[src/rtl/dscd_pkg.sv]
// Contract
// - Each single-word instruction is 24 bits: an 8-bit opcode and then the operand fields.
// - The three double-word instructions are assembled from both words, 48 bits, before issue.
// - A second word has a zero top byte and executes as a no-operation when reached alone.
// - Every double-word instruction takes two instruction cycles.
// - Most single-word instructions take one cycle, or two with a trailing no-op on a true test or PC change.
// - Working-register word/byte operations decode base, modified source and modified destination.
// - File-register operations decode a file address and a destination of file or register zero.
// - Bit operations decode a register or file operand and a bit position, literal or from the base register.
// - Literal moves decode the literal and the working or file register that receives it.
// - Literal arithmetic decodes a base source, a literal and a destination present only when it differs.
// - Multiply-accumulate decodes accumulator, operand pair, X/Y prefetches with destinations and write-back.
// - Other signal-processing operations decode accumulator, modified operand and a register or literal shift.
// - Control operations decode a program address and a table read/write mode where applicable.
// - Every instruction is put in one of five categories.
// - Relative branch, indirect call/jump, table access and returns are single-word but take two or three cycles.
// - A taken skip costs two cycles over a single-word and three over a double-word; double moves take two.
package dscd_pkg;

    localparam int WORD_W = 24;
    localparam int OPC_W = 8;
    localparam int OPC_LSB = 16;

    // Opcode map of this core
    localparam logic [7:0] OPC_NOP = 8'h00;
    localparam logic [7:0] OPC_IND_JUMP = 8'h01;
    localparam logic [7:0] OPC_CALL_LONG = 8'h02;
    localparam logic [7:0] OPC_GOTO_LONG = 8'h04;
    localparam logic [7:0] OPC_MOV_DOUBLE = 8'h06;
    localparam logic [7:0] OPC_TABLE_RD = 8'h0a;
    localparam logic [7:0] OPC_TABLE_WR = 8'h0b;
    localparam logic [7:0] OPC_RETURN = 8'h0e;
    localparam logic [7:0] OPC_RET_FROM_INT = 8'h0f;  // return_from_interrupt_op
    localparam logic [7:0] OPC_COND_BRANCH = 8'h31;
    localparam logic [7:0] OPC_REL_BRANCH = 8'h37;   // relative_branch_op
    localparam logic [7:0] OPC_BIT_SKIP = 8'ha6;

    // Category selected by the opcode high nibble
    localparam logic [3:0] GRP_CTRL0 = 4'h0;
    localparam logic [3:0] GRP_LIT_FILE = 4'h2;
    localparam logic [3:0] GRP_CTRL3 = 4'h3;
    localparam logic [3:0] GRP_LIT_W = 4'h8;
    localparam logic [3:0] GRP_LIT_ALU = 4'h9;
    localparam logic [3:0] GRP_BIT = 4'ha;
    localparam logic [3:0] GRP_FILE = 4'hb;
    localparam logic [3:0] GRP_DSP = 4'hc;

    // Cycle counts
    localparam logic [1:0] CYC_ONE = 2'h1;
    localparam logic [1:0] CYC_TWO = 2'h2;
    localparam logic [1:0] CYC_THREE = 2'h3;

    // Operand field positions within the low 16 bits
    localparam int F_BYTE = 15;
    localparam int F_DST_MODE_LSB = 12;
    localparam int F_DST_REG_LSB = 8;
    localparam int F_SRC_MODE_LSB = 4;
    localparam int F_REG_LSB = 0;
    localparam int F_FILE_DEST = 13;
    localparam int F_BITPOS_LSB = 12;
    localparam int F_LITALU_DPRES = 15;
    localparam int F_LITALU_DREG_LSB = 11;
    localparam int F_LITALU_DMODE = 10;
    localparam int F_MUL_LSB = 13;
    localparam int F_XPF_LSB = 9;
    localparam int F_XD_LSB = 7;
    localparam int F_YPF_LSB = 3;
    localparam int F_YD_LSB = 1;
    localparam int F_AWB = 0;
    localparam int F_TBL_MODE_LSB = 14;

    typedef enum logic [2:0] {
        CAT_WORD_BYTE,
        CAT_BIT,
        CAT_LITERAL,
        CAT_DSP,
        CAT_CONTROL
    } dscd_cat_t;

    typedef struct packed {
        logic valid;
        logic [23:0] word;
        logic cond_true;       // Conditional test of this word is true
        logic skip_taken;      // Skip of this word is performed
        logic skipped_double;  // Word being skipped is double-word
    } dscd_fetch_t;

    typedef struct packed {
        logic valid;
        dscd_cat_t category;
        logic [7:0] opcode;
        logic is_nop;
        logic is_double;
        logic [1:0] cycles;
        logic byte_mode;
        logic [3:0] base_operand_reg;
        logic [3:0] source_operand_reg;
        logic [2:0] src_mode;
        logic [3:0] dest_operand_reg;
        logic [2:0] dst_mode;
        logic dst_present;
        logic [12:0] file_addr;
        logic dest_is_default_file_reg;
        logic [3:0] bit_pos;
        logic bit_indirect;
        logic [15:0] literal;
        logic acc_b;
        logic [2:0] mul_pair;
        logic [3:0] x_prefetch;
        logic [1:0] x_dest;
        logic [3:0] y_prefetch;
        logic [1:0] y_dest;
        logic acc_writeback;
        logic shift_from_reg;
        logic [3:0] shift_amount_reg;
        logic [5:0] shift_literal;
        logic [1:0] table_mode;
        logic [22:0] prog_addr;
        logic [47:0] full_word;
    } dscd_decoded_t;

endpackage : dscd_pkg

[src/rtl/dscd_decoder.sv]
`timescale 1ns/1ns
module dscd_decoder (
    input wire logic i_clk,
    input wire logic i_reset_n,
    input dscd_pkg::dscd_fetch_t i_fetch,
    output logic o_fetch_ready,
    output dscd_pkg::dscd_decoded_t o_dec,
    output logic o_await_second
);
    import dscd_pkg::*;

    typedef enum logic {
        ST_FIRST,
        ST_SECOND
    } dscd_state_t;

    dscd_state_t state_q;
    dscd_cat_t cat;
    logic is_double;
    logic pc_change;
    logic [1:0] fixed_cycles;
    logic [7:0] opc;
    logic [15:0] opd;
    logic [23:0] first_q;
    logic [1:0] first_cycles_q;
    dscd_decoded_t dec_d;

    // Opcode and operand split of the word at hand
    assign opc = i_fetch.word[OPC_LSB +: OPC_W];
    assign opd = i_fetch.word[15:0];
    assign o_fetch_ready = 1'b1;
    assign o_await_second = (state_q == ST_SECOND);

    dscd_op_class u_class (
        .i_opcode(opc),
        .o_category(cat),
        .o_is_double(is_double),
        .o_pc_change(pc_change),
        .o_fixed_cycles(fixed_cycles)
    );

    // Field extraction per format
    always_comb begin
        dec_d = '0;
        dec_d.valid = i_fetch.valid && !(state_q == ST_FIRST && is_double);
        dec_d.category = cat;
        dec_d.opcode = opc;
        dec_d.is_nop = (opc == OPC_NOP);
        dec_d.full_word = {24'h000000, i_fetch.word};
        dec_d.cycles = fixed_cycles;
        // Conditional test or PC change adds a trailing no-op cycle to a one-cycle instruction
        if (i_fetch.cond_true || pc_change) begin
            if (fixed_cycles == CYC_ONE) begin
                dec_d.cycles = CYC_TWO;
            end
        end
        // Taken skip: cost depends on length of the skipped word
        if (i_fetch.skip_taken) begin
            dec_d.cycles = i_fetch.skipped_double ? CYC_THREE : CYC_TWO;
        end
        unique case (opc[7:4])
            GRP_FILE: begin
                dec_d.byte_mode = opd[F_BYTE];
                dec_d.dest_is_default_file_reg = opd[F_FILE_DEST];
                dec_d.file_addr = opd[12:0];
            end
            GRP_BIT: begin
                dec_d.bit_indirect = opc[3];
                dec_d.bit_pos = opd[F_BITPOS_LSB +: 4];
                dec_d.base_operand_reg = opd[F_BITPOS_LSB +: 4];
                if (opc[2]) begin
                    dec_d.file_addr = {1'b0, opd[11:0]};
                end else begin
                    dec_d.src_mode = opd[F_SRC_MODE_LSB +: 3];
                    dec_d.source_operand_reg = opd[F_REG_LSB +: 4];
                end
            end
            GRP_LIT_W: begin
                dec_d.literal = opd;
                dec_d.base_operand_reg = opc[3:0];
            end
            GRP_LIT_FILE: begin
                dec_d.literal = {8'h00, opc[3:0], opd[15:12]};
                dec_d.file_addr = {1'b0, opd[11:0]};
            end
            GRP_LIT_ALU: begin
                dec_d.base_operand_reg = opc[3:0];
                dec_d.literal = {6'h00, opd[9:0]};
                dec_d.dst_present = opd[F_LITALU_DPRES];
                // Absent destination means the result returns to the base
                if (opd[F_LITALU_DPRES]) begin
                    dec_d.dest_operand_reg = opd[F_LITALU_DREG_LSB +: 4];
                    dec_d.dst_mode = {2'b00, opd[F_LITALU_DMODE]};
                end else begin
                    dec_d.dest_operand_reg = opc[3:0];
                end
            end
            GRP_DSP: begin
                dec_d.acc_b = opc[2];
                if (!opc[3]) begin
                    dec_d.mul_pair = opd[F_MUL_LSB +: 3];
                    dec_d.x_prefetch = opd[F_XPF_LSB +: 4];
                    dec_d.x_dest = opd[F_XD_LSB +: 2];
                    dec_d.y_prefetch = opd[F_YPF_LSB +: 4];
                    dec_d.y_dest = opd[F_YD_LSB +: 2];
                    dec_d.acc_writeback = opd[F_AWB];
                end else begin
                    dec_d.shift_from_reg = opc[1];
                    dec_d.src_mode = opd[F_DST_MODE_LSB +: 3];
                    dec_d.source_operand_reg = opd[F_DST_REG_LSB +: 4];
                    dec_d.shift_amount_reg = opd[3:0];
                    dec_d.shift_literal = opd[5:0];
                end
            end
            GRP_CTRL0, GRP_CTRL3: begin
                dec_d.prog_addr = {7'h00, opd};
                dec_d.table_mode = opd[F_TBL_MODE_LSB +: 2];
                dec_d.source_operand_reg = opd[F_REG_LSB +: 4];
            end
            default: begin
                dec_d.byte_mode = opd[F_BYTE];
                dec_d.base_operand_reg = opc[3:0];
                dec_d.dst_mode = opd[F_DST_MODE_LSB +: 3];
                dec_d.dest_operand_reg = opd[F_DST_REG_LSB +: 4];
                dec_d.src_mode = opd[F_SRC_MODE_LSB +: 3];
                dec_d.source_operand_reg = opd[F_REG_LSB +: 4];
            end
        endcase
        // Second word completes a held double-word instruction
        if (state_q == ST_SECOND) begin
            dec_d = '0;
            dec_d.valid = i_fetch.valid;
            dec_d.category = (first_q[23:20] == GRP_CTRL0) ? CAT_CONTROL : CAT_LITERAL;
            dec_d.opcode = first_q[OPC_LSB +: OPC_W];
            dec_d.is_double = 1'b1;
            dec_d.cycles = first_cycles_q;
            dec_d.full_word = {first_q, i_fetch.word};
            dec_d.prog_addr = {i_fetch.word[6:0], first_q[15:0]};
            dec_d.literal = first_q[15:0];
            dec_d.file_addr = i_fetch.word[12:0];
        end
    end

    // Word sequencing for double-word instructions
    always_ff @(posedge i_clk or negedge i_reset_n) begin
        if (!i_reset_n) begin
            state_q <= ST_FIRST;
        end else if (i_fetch.valid) begin
            unique case (state_q)
                ST_FIRST: state_q <= is_double ? ST_SECOND : ST_FIRST;
                ST_SECOND: state_q <= ST_FIRST;
            endcase
        end
    end

    // Holding of the first word
    always_ff @(posedge i_clk or negedge i_reset_n) begin
        if (!i_reset_n) begin
            first_q <= '0;
            first_cycles_q <= CYC_ONE;
        end else if (i_fetch.valid && state_q == ST_FIRST && is_double) begin
            first_q <= i_fetch.word;
            first_cycles_q <= fixed_cycles;
        end
    end

    // Registered decode result
    always_ff @(posedge i_clk or negedge i_reset_n) begin
        if (!i_reset_n) begin
            o_dec <= '0;
        end else begin
            o_dec <= dec_d;
        end
    end

endmodule : dscd_decoder

[src/rtl/dscd_op_class.sv]
`timescale 1ns/1ns
module dscd_op_class (
    input wire logic [7:0] i_opcode,
    output dscd_pkg::dscd_cat_t o_category,
    output logic o_is_double,
    output logic o_pc_change,
    output logic [1:0] o_fixed_cycles
);
    import dscd_pkg::*;

    // Category from the opcode high nibble
    always_comb begin
        unique case (i_opcode[7:4])
            GRP_CTRL0, GRP_CTRL3: o_category = CAT_CONTROL;
            GRP_LIT_W, GRP_LIT_FILE, GRP_LIT_ALU: o_category = CAT_LITERAL;
            GRP_BIT: o_category = CAT_BIT;
            GRP_DSP: o_category = CAT_DSP;
            default: o_category = CAT_WORD_BYTE;
        endcase
    end

    // Length and fixed cycle cost
    always_comb begin
        o_is_double = 1'b0;
        o_pc_change = 1'b0;
        o_fixed_cycles = CYC_ONE;
        unique case (i_opcode)
            OPC_CALL_LONG, OPC_GOTO_LONG, OPC_MOV_DOUBLE: begin
                o_is_double = 1'b1;
                o_fixed_cycles = CYC_TWO;
            end
            OPC_REL_BRANCH, OPC_IND_JUMP, OPC_TABLE_RD, OPC_TABLE_WR: begin
                o_pc_change = 1'b1;
                o_fixed_cycles = CYC_TWO;
            end
            OPC_RETURN, OPC_RET_FROM_INT: begin
                o_pc_change = 1'b1;
                o_fixed_cycles = CYC_THREE;
            end
            default: o_fixed_cycles = CYC_ONE;
        endcase
    end

endmodule : dscd_op_class

[config.mk]
export PLATFORM = sky130hd
export DESIGN_NAME = dscd_decoder
export DESIGN_NICKNAME = d
export VERILOG_FILES = /design/src/rtl/dscd_pkg.sv /design/src/rtl/dscd_decoder.sv /design/src/rtl/dscd_op_class.sv
export SDC_FILE = /design/constraint.sdc
export NUM_CORES = 1
export LEC_CHECK = 0
export ABC_AREA = 1
export BUFFER_PORTS_ARGS = -buffer_cell sky130_fd_sc_hd__buf_2
export CAP_MARGIN = 20
export CORE_MARGIN = 2
export CORE_UTILIZATION = 50
export DETAILED_ROUTE_END_ITERATION = 6
export GPL_ROUTABILITY_DRIVEN = 0
export GPL_TIMING_DRIVEN = 0
export PLACE_DENSITY = 0.87
export SETUP_SLACK_MARGIN = 0.15
export SLEW_MARGIN = 25
export SYNTH_ARGS = -nofsm -noshare
export SYNTH_HDL_FRONTEND = slang
export SYNTH_SLANG_ARGS = --single-unit
[constraint.sdc]
create_clock -name i_clk -period 2.3 [get_ports i_clk]
set_input_delay 0.115 -clock i_clk [delete_from_list [all_inputs] [get_ports i_clk]]
set_output_delay 0.115 -clock i_clk [all_outputs]
set_load 0.005 [all_outputs]
; Word level (Yosys, flattened, before mapping)
; Cells that the tools add are included.
[totals]
register_bits = 199
latchBits = 0
ramBits = 0
rom_bits = 0
output_inout_bits = 174
wordCells = 103
mem_count = 0
[op_classes]
n_addsub = 0
n_mul = 0
div = 0
n_lt_le_gt_ge = 0
eq_ne = 17
shifts = 0
mux = 31
n_bitwise = 1
n_reduce_logical = 20
[ops]
columns = op, count
row1 = $mux 172, 1
row2 = $pmux 16 s3, 1
row3 = $pmux 13 s3, 1
row4 = $eq 8x4->1 const B, 4
row5 = $mux 28, 1
row6 = $mux 25, 1
row7 = $reduce_or 7->1, 3
row8 = $eq 4x4->1 const B, 5
row9 = $eq 8x3->1 const B, 2
row10 = $mux 16, 1
row11 = $mux 7, 2
row12 = $pmux 7 s2, 1
row13 = $mux 12, 1
row14 = $pmux 3 s4, 1
row15 = $pmux 4 s3, 1
row16 = $reduce_or 6->1, 2
row17 = $mux 11, 1
row18 = $pmux 3 s3, 1
row19 = $eq 4x2->1 const B, 2
row20 = $eq 8x1->1 const B, 1
row21 = $eq 8x2->1 const B, 1
row22 = $eq 8x6->1 const B, 1
row23 = $logic_not 4->1, 2
row24 = $logic_not 8->1, 1
row25 = other kinds (17), 31

; Longest topological paths before layout
[logic_depth]
word_depth = 8
mapped_depth = 9
depth_no_buf = 9

; By module
; From an unflattened synthesis, not the netlist that was laid out.
[unflattened]
cells_unflattened = 687
area_unflattened_um2 = 7103.1
[modules_own_cells]
columns = mod, instances, cells_each, area_per_inst_um2, seq_area_each_um2
row1 = dscd_decoder, 1, 648, 6911.6, 4880.9
row2 = dscd_op_class, 1, 39, 191.4, 0.0

; Worst setup path before layout
; Ideal clock, no wire load.
[synth_path]
path_kind = register -> register
startpoint = register state_q, in the netlist o_await_second
endpoint = register o_dec[140] (netlist bit)
setup_ns = 0.082
arrival_time_ns = 1.181
t_required_ns = 2.218
slack_ns = 1.036
path_stages_with_launch = 6
path_buffers = 2
synth_period_minus_slack_ns = 1.264
path_cell_list = dfrtp_1 buf_2 inv_2 clkbuf_1 o21ai_0 o22ai_1
[synth_rtl]
columns = item, line_no
row1 = from (decl), dscd_decoder.sv:17  ; dscd_state_t state_q;
row2 = from (signal assigned), dscd_decoder.sv:150  ; ST_FIRST: state_q <= is_double ? ST_SECOND : ST_FIRST;
row3 = to (signal assigned), dscd_decoder.sv:170  ; o_dec <= '0;
row4 = to (signal assigned), dscd_decoder.sv:172  ; o_dec <= dec_d;
row5 = to (decl), dscd_decoder.sv:7  ; output dscd_pkg::dscd_decoded_t o_dec,

==> flow_metrics.env <==
export IMPL_diodes=0
export IMPL_reg2reg_to="o_dec[154]"
export IMPL_p_leak_nw=5.27
export IMPL_holdWs_ps=44.1
export IMPL_io_buffers=202
export IMPL_grt_pass1_vias=5307
export IMPL_timing_rr_start="o_await_second"
export IMPL_synth_edf_count=0
export IMPL_synth_area_per_cell_um2=11.2
export IMPL_hold_path_end="o_dec[156]"
export IMPL_maxCapViolCount=0
export IMPL_end_kind="flop"
export IMPL_antenna_found_initial=0
export IMPL_fin_crit_ps=1890
export IMPL_postLayoutCoreUtil=0.676
export IMPL_seq_power_share=0.503
export IMPL_syn_to_final_growth_pct=32.3
export IMPL_synth_warnings=0
export IMPL_multi_input_area_um2=1420
export IMPL_combinationalPowerShare=0.081
export IMPL_hp_start="i_fetch[0]"
export IMPL_rsz0062_at_grt="no"
export IMPL_max_freq_mhz=528
export IMPL_whs_path_depth=5
export IMPL_slew_limit_headroom=0.524
export IMPL_clk_pin_slew_worst_paths_ps=70
export IMPL_cts_buffer_depth=2
export IMPL_ys_async_sr_fraction=1.00
export IMPL_cts_made_buffers=17
export IMPL_vias_per_cell=5.08
export IMPL_drc=0
export IMPL_finalHoldViolCount=0
export IMPL_crit_required_ps=2580
export IMPL_worstMarginPinSlew_ps=714
export IMPL_fp_coreArea_um2=13200
export IMPL_power_density_nw_per_um2=814
export IMPL_synthCells=604
export IMPL_cts_tree="done"
export IMPL_final_cell_mix="buf_2 (208), dfrtp_1 (194), nand2_1 (102)"
export IMPL_drt_iter0_drc=564
export IMPL_synth_fp_nets=634
export IMPL_status="finished, final reports clean"
export IMPL_ys_seq_area_frac=0.722
export IMPL_p_int_mw=5.64
export IMPL_grt_use_total=0.271
export IMPL_final_common_cell="buf_2"
export IMPL_cts_resized=0
export IMPL_clkLatencyLatePin_ps=430
export IMPL_ys_flop_type="dfrtp_1"
export IMPL_reg2reg_slack_ps=520
export IMPL_critPathArrivalTime_ps=2180
export IMPL_start_util=0.511
export IMPL_drive_gt1_frac=0.330
export IMPL_final_setup_skew_ps=5.34
export IMPL_cp_start_kind="primary input"
export IMPL_grt_start_max_net_pins=101
export IMPL_hold_path_class="primary input to flop"
export IMPL_wl_um=18700
export IMPL_wire_per_inst_um=17.9
export IMPL_fin_crit_sh=0.824
export IMPL_path_class="primary input to flop"
export IMPL_worst_path_max_fanout=10
export IMPL_fill_cells=1006
export IMPL_synth_seq_cells=195
export IMPL_reg2reg_depth=5
export IMPL_seq_area_um2=4880
export IMPL_die_y_um=120
export IMPL_switching_share=0.225
export IMPL_dpl_hpwl_um=12900
export IMPL_io_pins=204
export IMPL_report_final_slew_viol_count=0
export IMPL_synth_area_um2=6760
export IMPL_pwr_share_clk=0.416
export IMPL_cts_sinks=195
export IMPL_vdd_drop_max_mv=0.459
export IMPL_nets=884
export IMPL_rows=42
export IMPL_cts_root_buf="clkbuf_16"
export IMPL_die_x_um=120
export IMPL_grt_pass1_wl_um=28700
export IMPL_synth_cell_types=33
export IMPL_dr_pass1_iters=6
export IMPL_setup_viol=0
export IMPL_die_area_um2=14500
export IMPL_gr_total_overflow=0
export IMPL_power_switching_mw=1.64
export IMPL_h_tree_depth=4
export IMPL_vias=5302
export IMPL_ant_nets=0
==> synthesized netlist by cell type, types with 2 or more instances <==
master | instances | area (µm²)
a21oi_1 | 5 | 25.0
buf_1 | 4 | 15.0
nand3_1 | 5 | 25.0
o21ai_1 | 6 | 30.0
inv_1 | 77 | 289
nor2_2 | 3 | 18.8
nand2_2 | 9 | 56.3
o21ai_2 | 11 | 96.3
dfrtp_1 | 194 | 4850
o22ai_1 | 16 | 100
nand2_1 | 102 | 383
inv_2 | 4 | 15.0
nand4_1 | 3 | 18.8
buf_2 | 7 | 35.0
o21ai_0 | 49 | 245
clkbuf_1 | 4 | 15.0
nand3_2 | 2 | 20.0
buf_4 | 5 | 37.5
nor2_1 | 76 | 285
buf_6 | 4 | 45.0
nor2_4 | 3 | 33.8
nor3_1 | 4 | 20.0
==> worst max-delay path by stage <==
stage                               from    endpoint  slack [ps]  depth (start not counted)
after floorplan           o_await_second  o_dec[140]        1040                          5
after global placement         i_reset_n   o_dec[45]       -1790                          1
after detailed placement  o_await_second  o_dec[154]         540                          5
after CTS                    i_fetch[24]   o_dec[61]         460                          7
after global routing         i_fetch[24]   o_dec[61]         280                          7
final                        i_fetch[24]   o_dec[61]         410                          7
==> power groups by stage <==
stage	Clock (mW)	Sequential [mW]	Combinational, mW
floorplan	0	3.73	0.213
global placement	0	3.72	0.518
detailed placement	0	3.72	0.547
CTS	3.07	3.66	0.590
global route	3.25	3.68	0.655
finish	3.03	3.66	0.589
==> logic make-up (layout without fill, tap and decap cells) <==
group,count (synthesis),count (layout),share of synthesized area
AND/OR/NAND/NOR,211,211,0.133
flip-flops,195,195,0.722
buffers and inverters,108,371,0.0688
AO/OA/AOI/OAI,89,89,0.0764
other,1,1,0.000554
==> stage by stage <==
stage,TNS [ps],instances,area (µm²),power (mW),setup slack [ps]
2_1_floorplan,0,604,6760,3.94,1040
3_3_place_gp,-345740,982,8000,4.23,-1790
3_5_place_dp,0,984,8060,4.27,542
4_1_cts,0,1043,8950,7.33,461
5_1_grt,0,1043,8950,7.58,283
6_report,0,1043,8950,7.28,405
==> state kept, by name (all words and copies together) (netlist names) <==
signal and cells:
o_dec 168, first_q 24, o_await_second 1, first_cycles_q 2
==> critical path, stage by stage <==
cell and delay (ps):
dlygate4sd3_1 540, buf_2 160, inv_2 100, nand2_1 140, nand3_1 470, clkbuf_1 490
o21ai_0 160
==> repair_timing <==
item | 4_1_cts | 5_1_grt
setup buffers | 0 | 0
hold buffers | 27 | 0
endpoints found under the hold margin | 144 | 0
==> layout make-up <==
type	instances	area share
multi-input combinational	301	0.158
sequential	195	0.546
clock inverter	7	0.0136
inverter	83	0.0350
timing repair buffer	231	0.150
clock buffer	25	0.0554
buffer	25	0.0171
tap	176	0.0246
==> metal layers <==
metal / routed length (µm) / GRT usage
met4: 808 / 0.141
met2: 9240 / 0.439
met1: 7220 / 0.344
met5: 0 / 0
met3: 1390 / 0.0613
(Power assumes the default switching activity.)
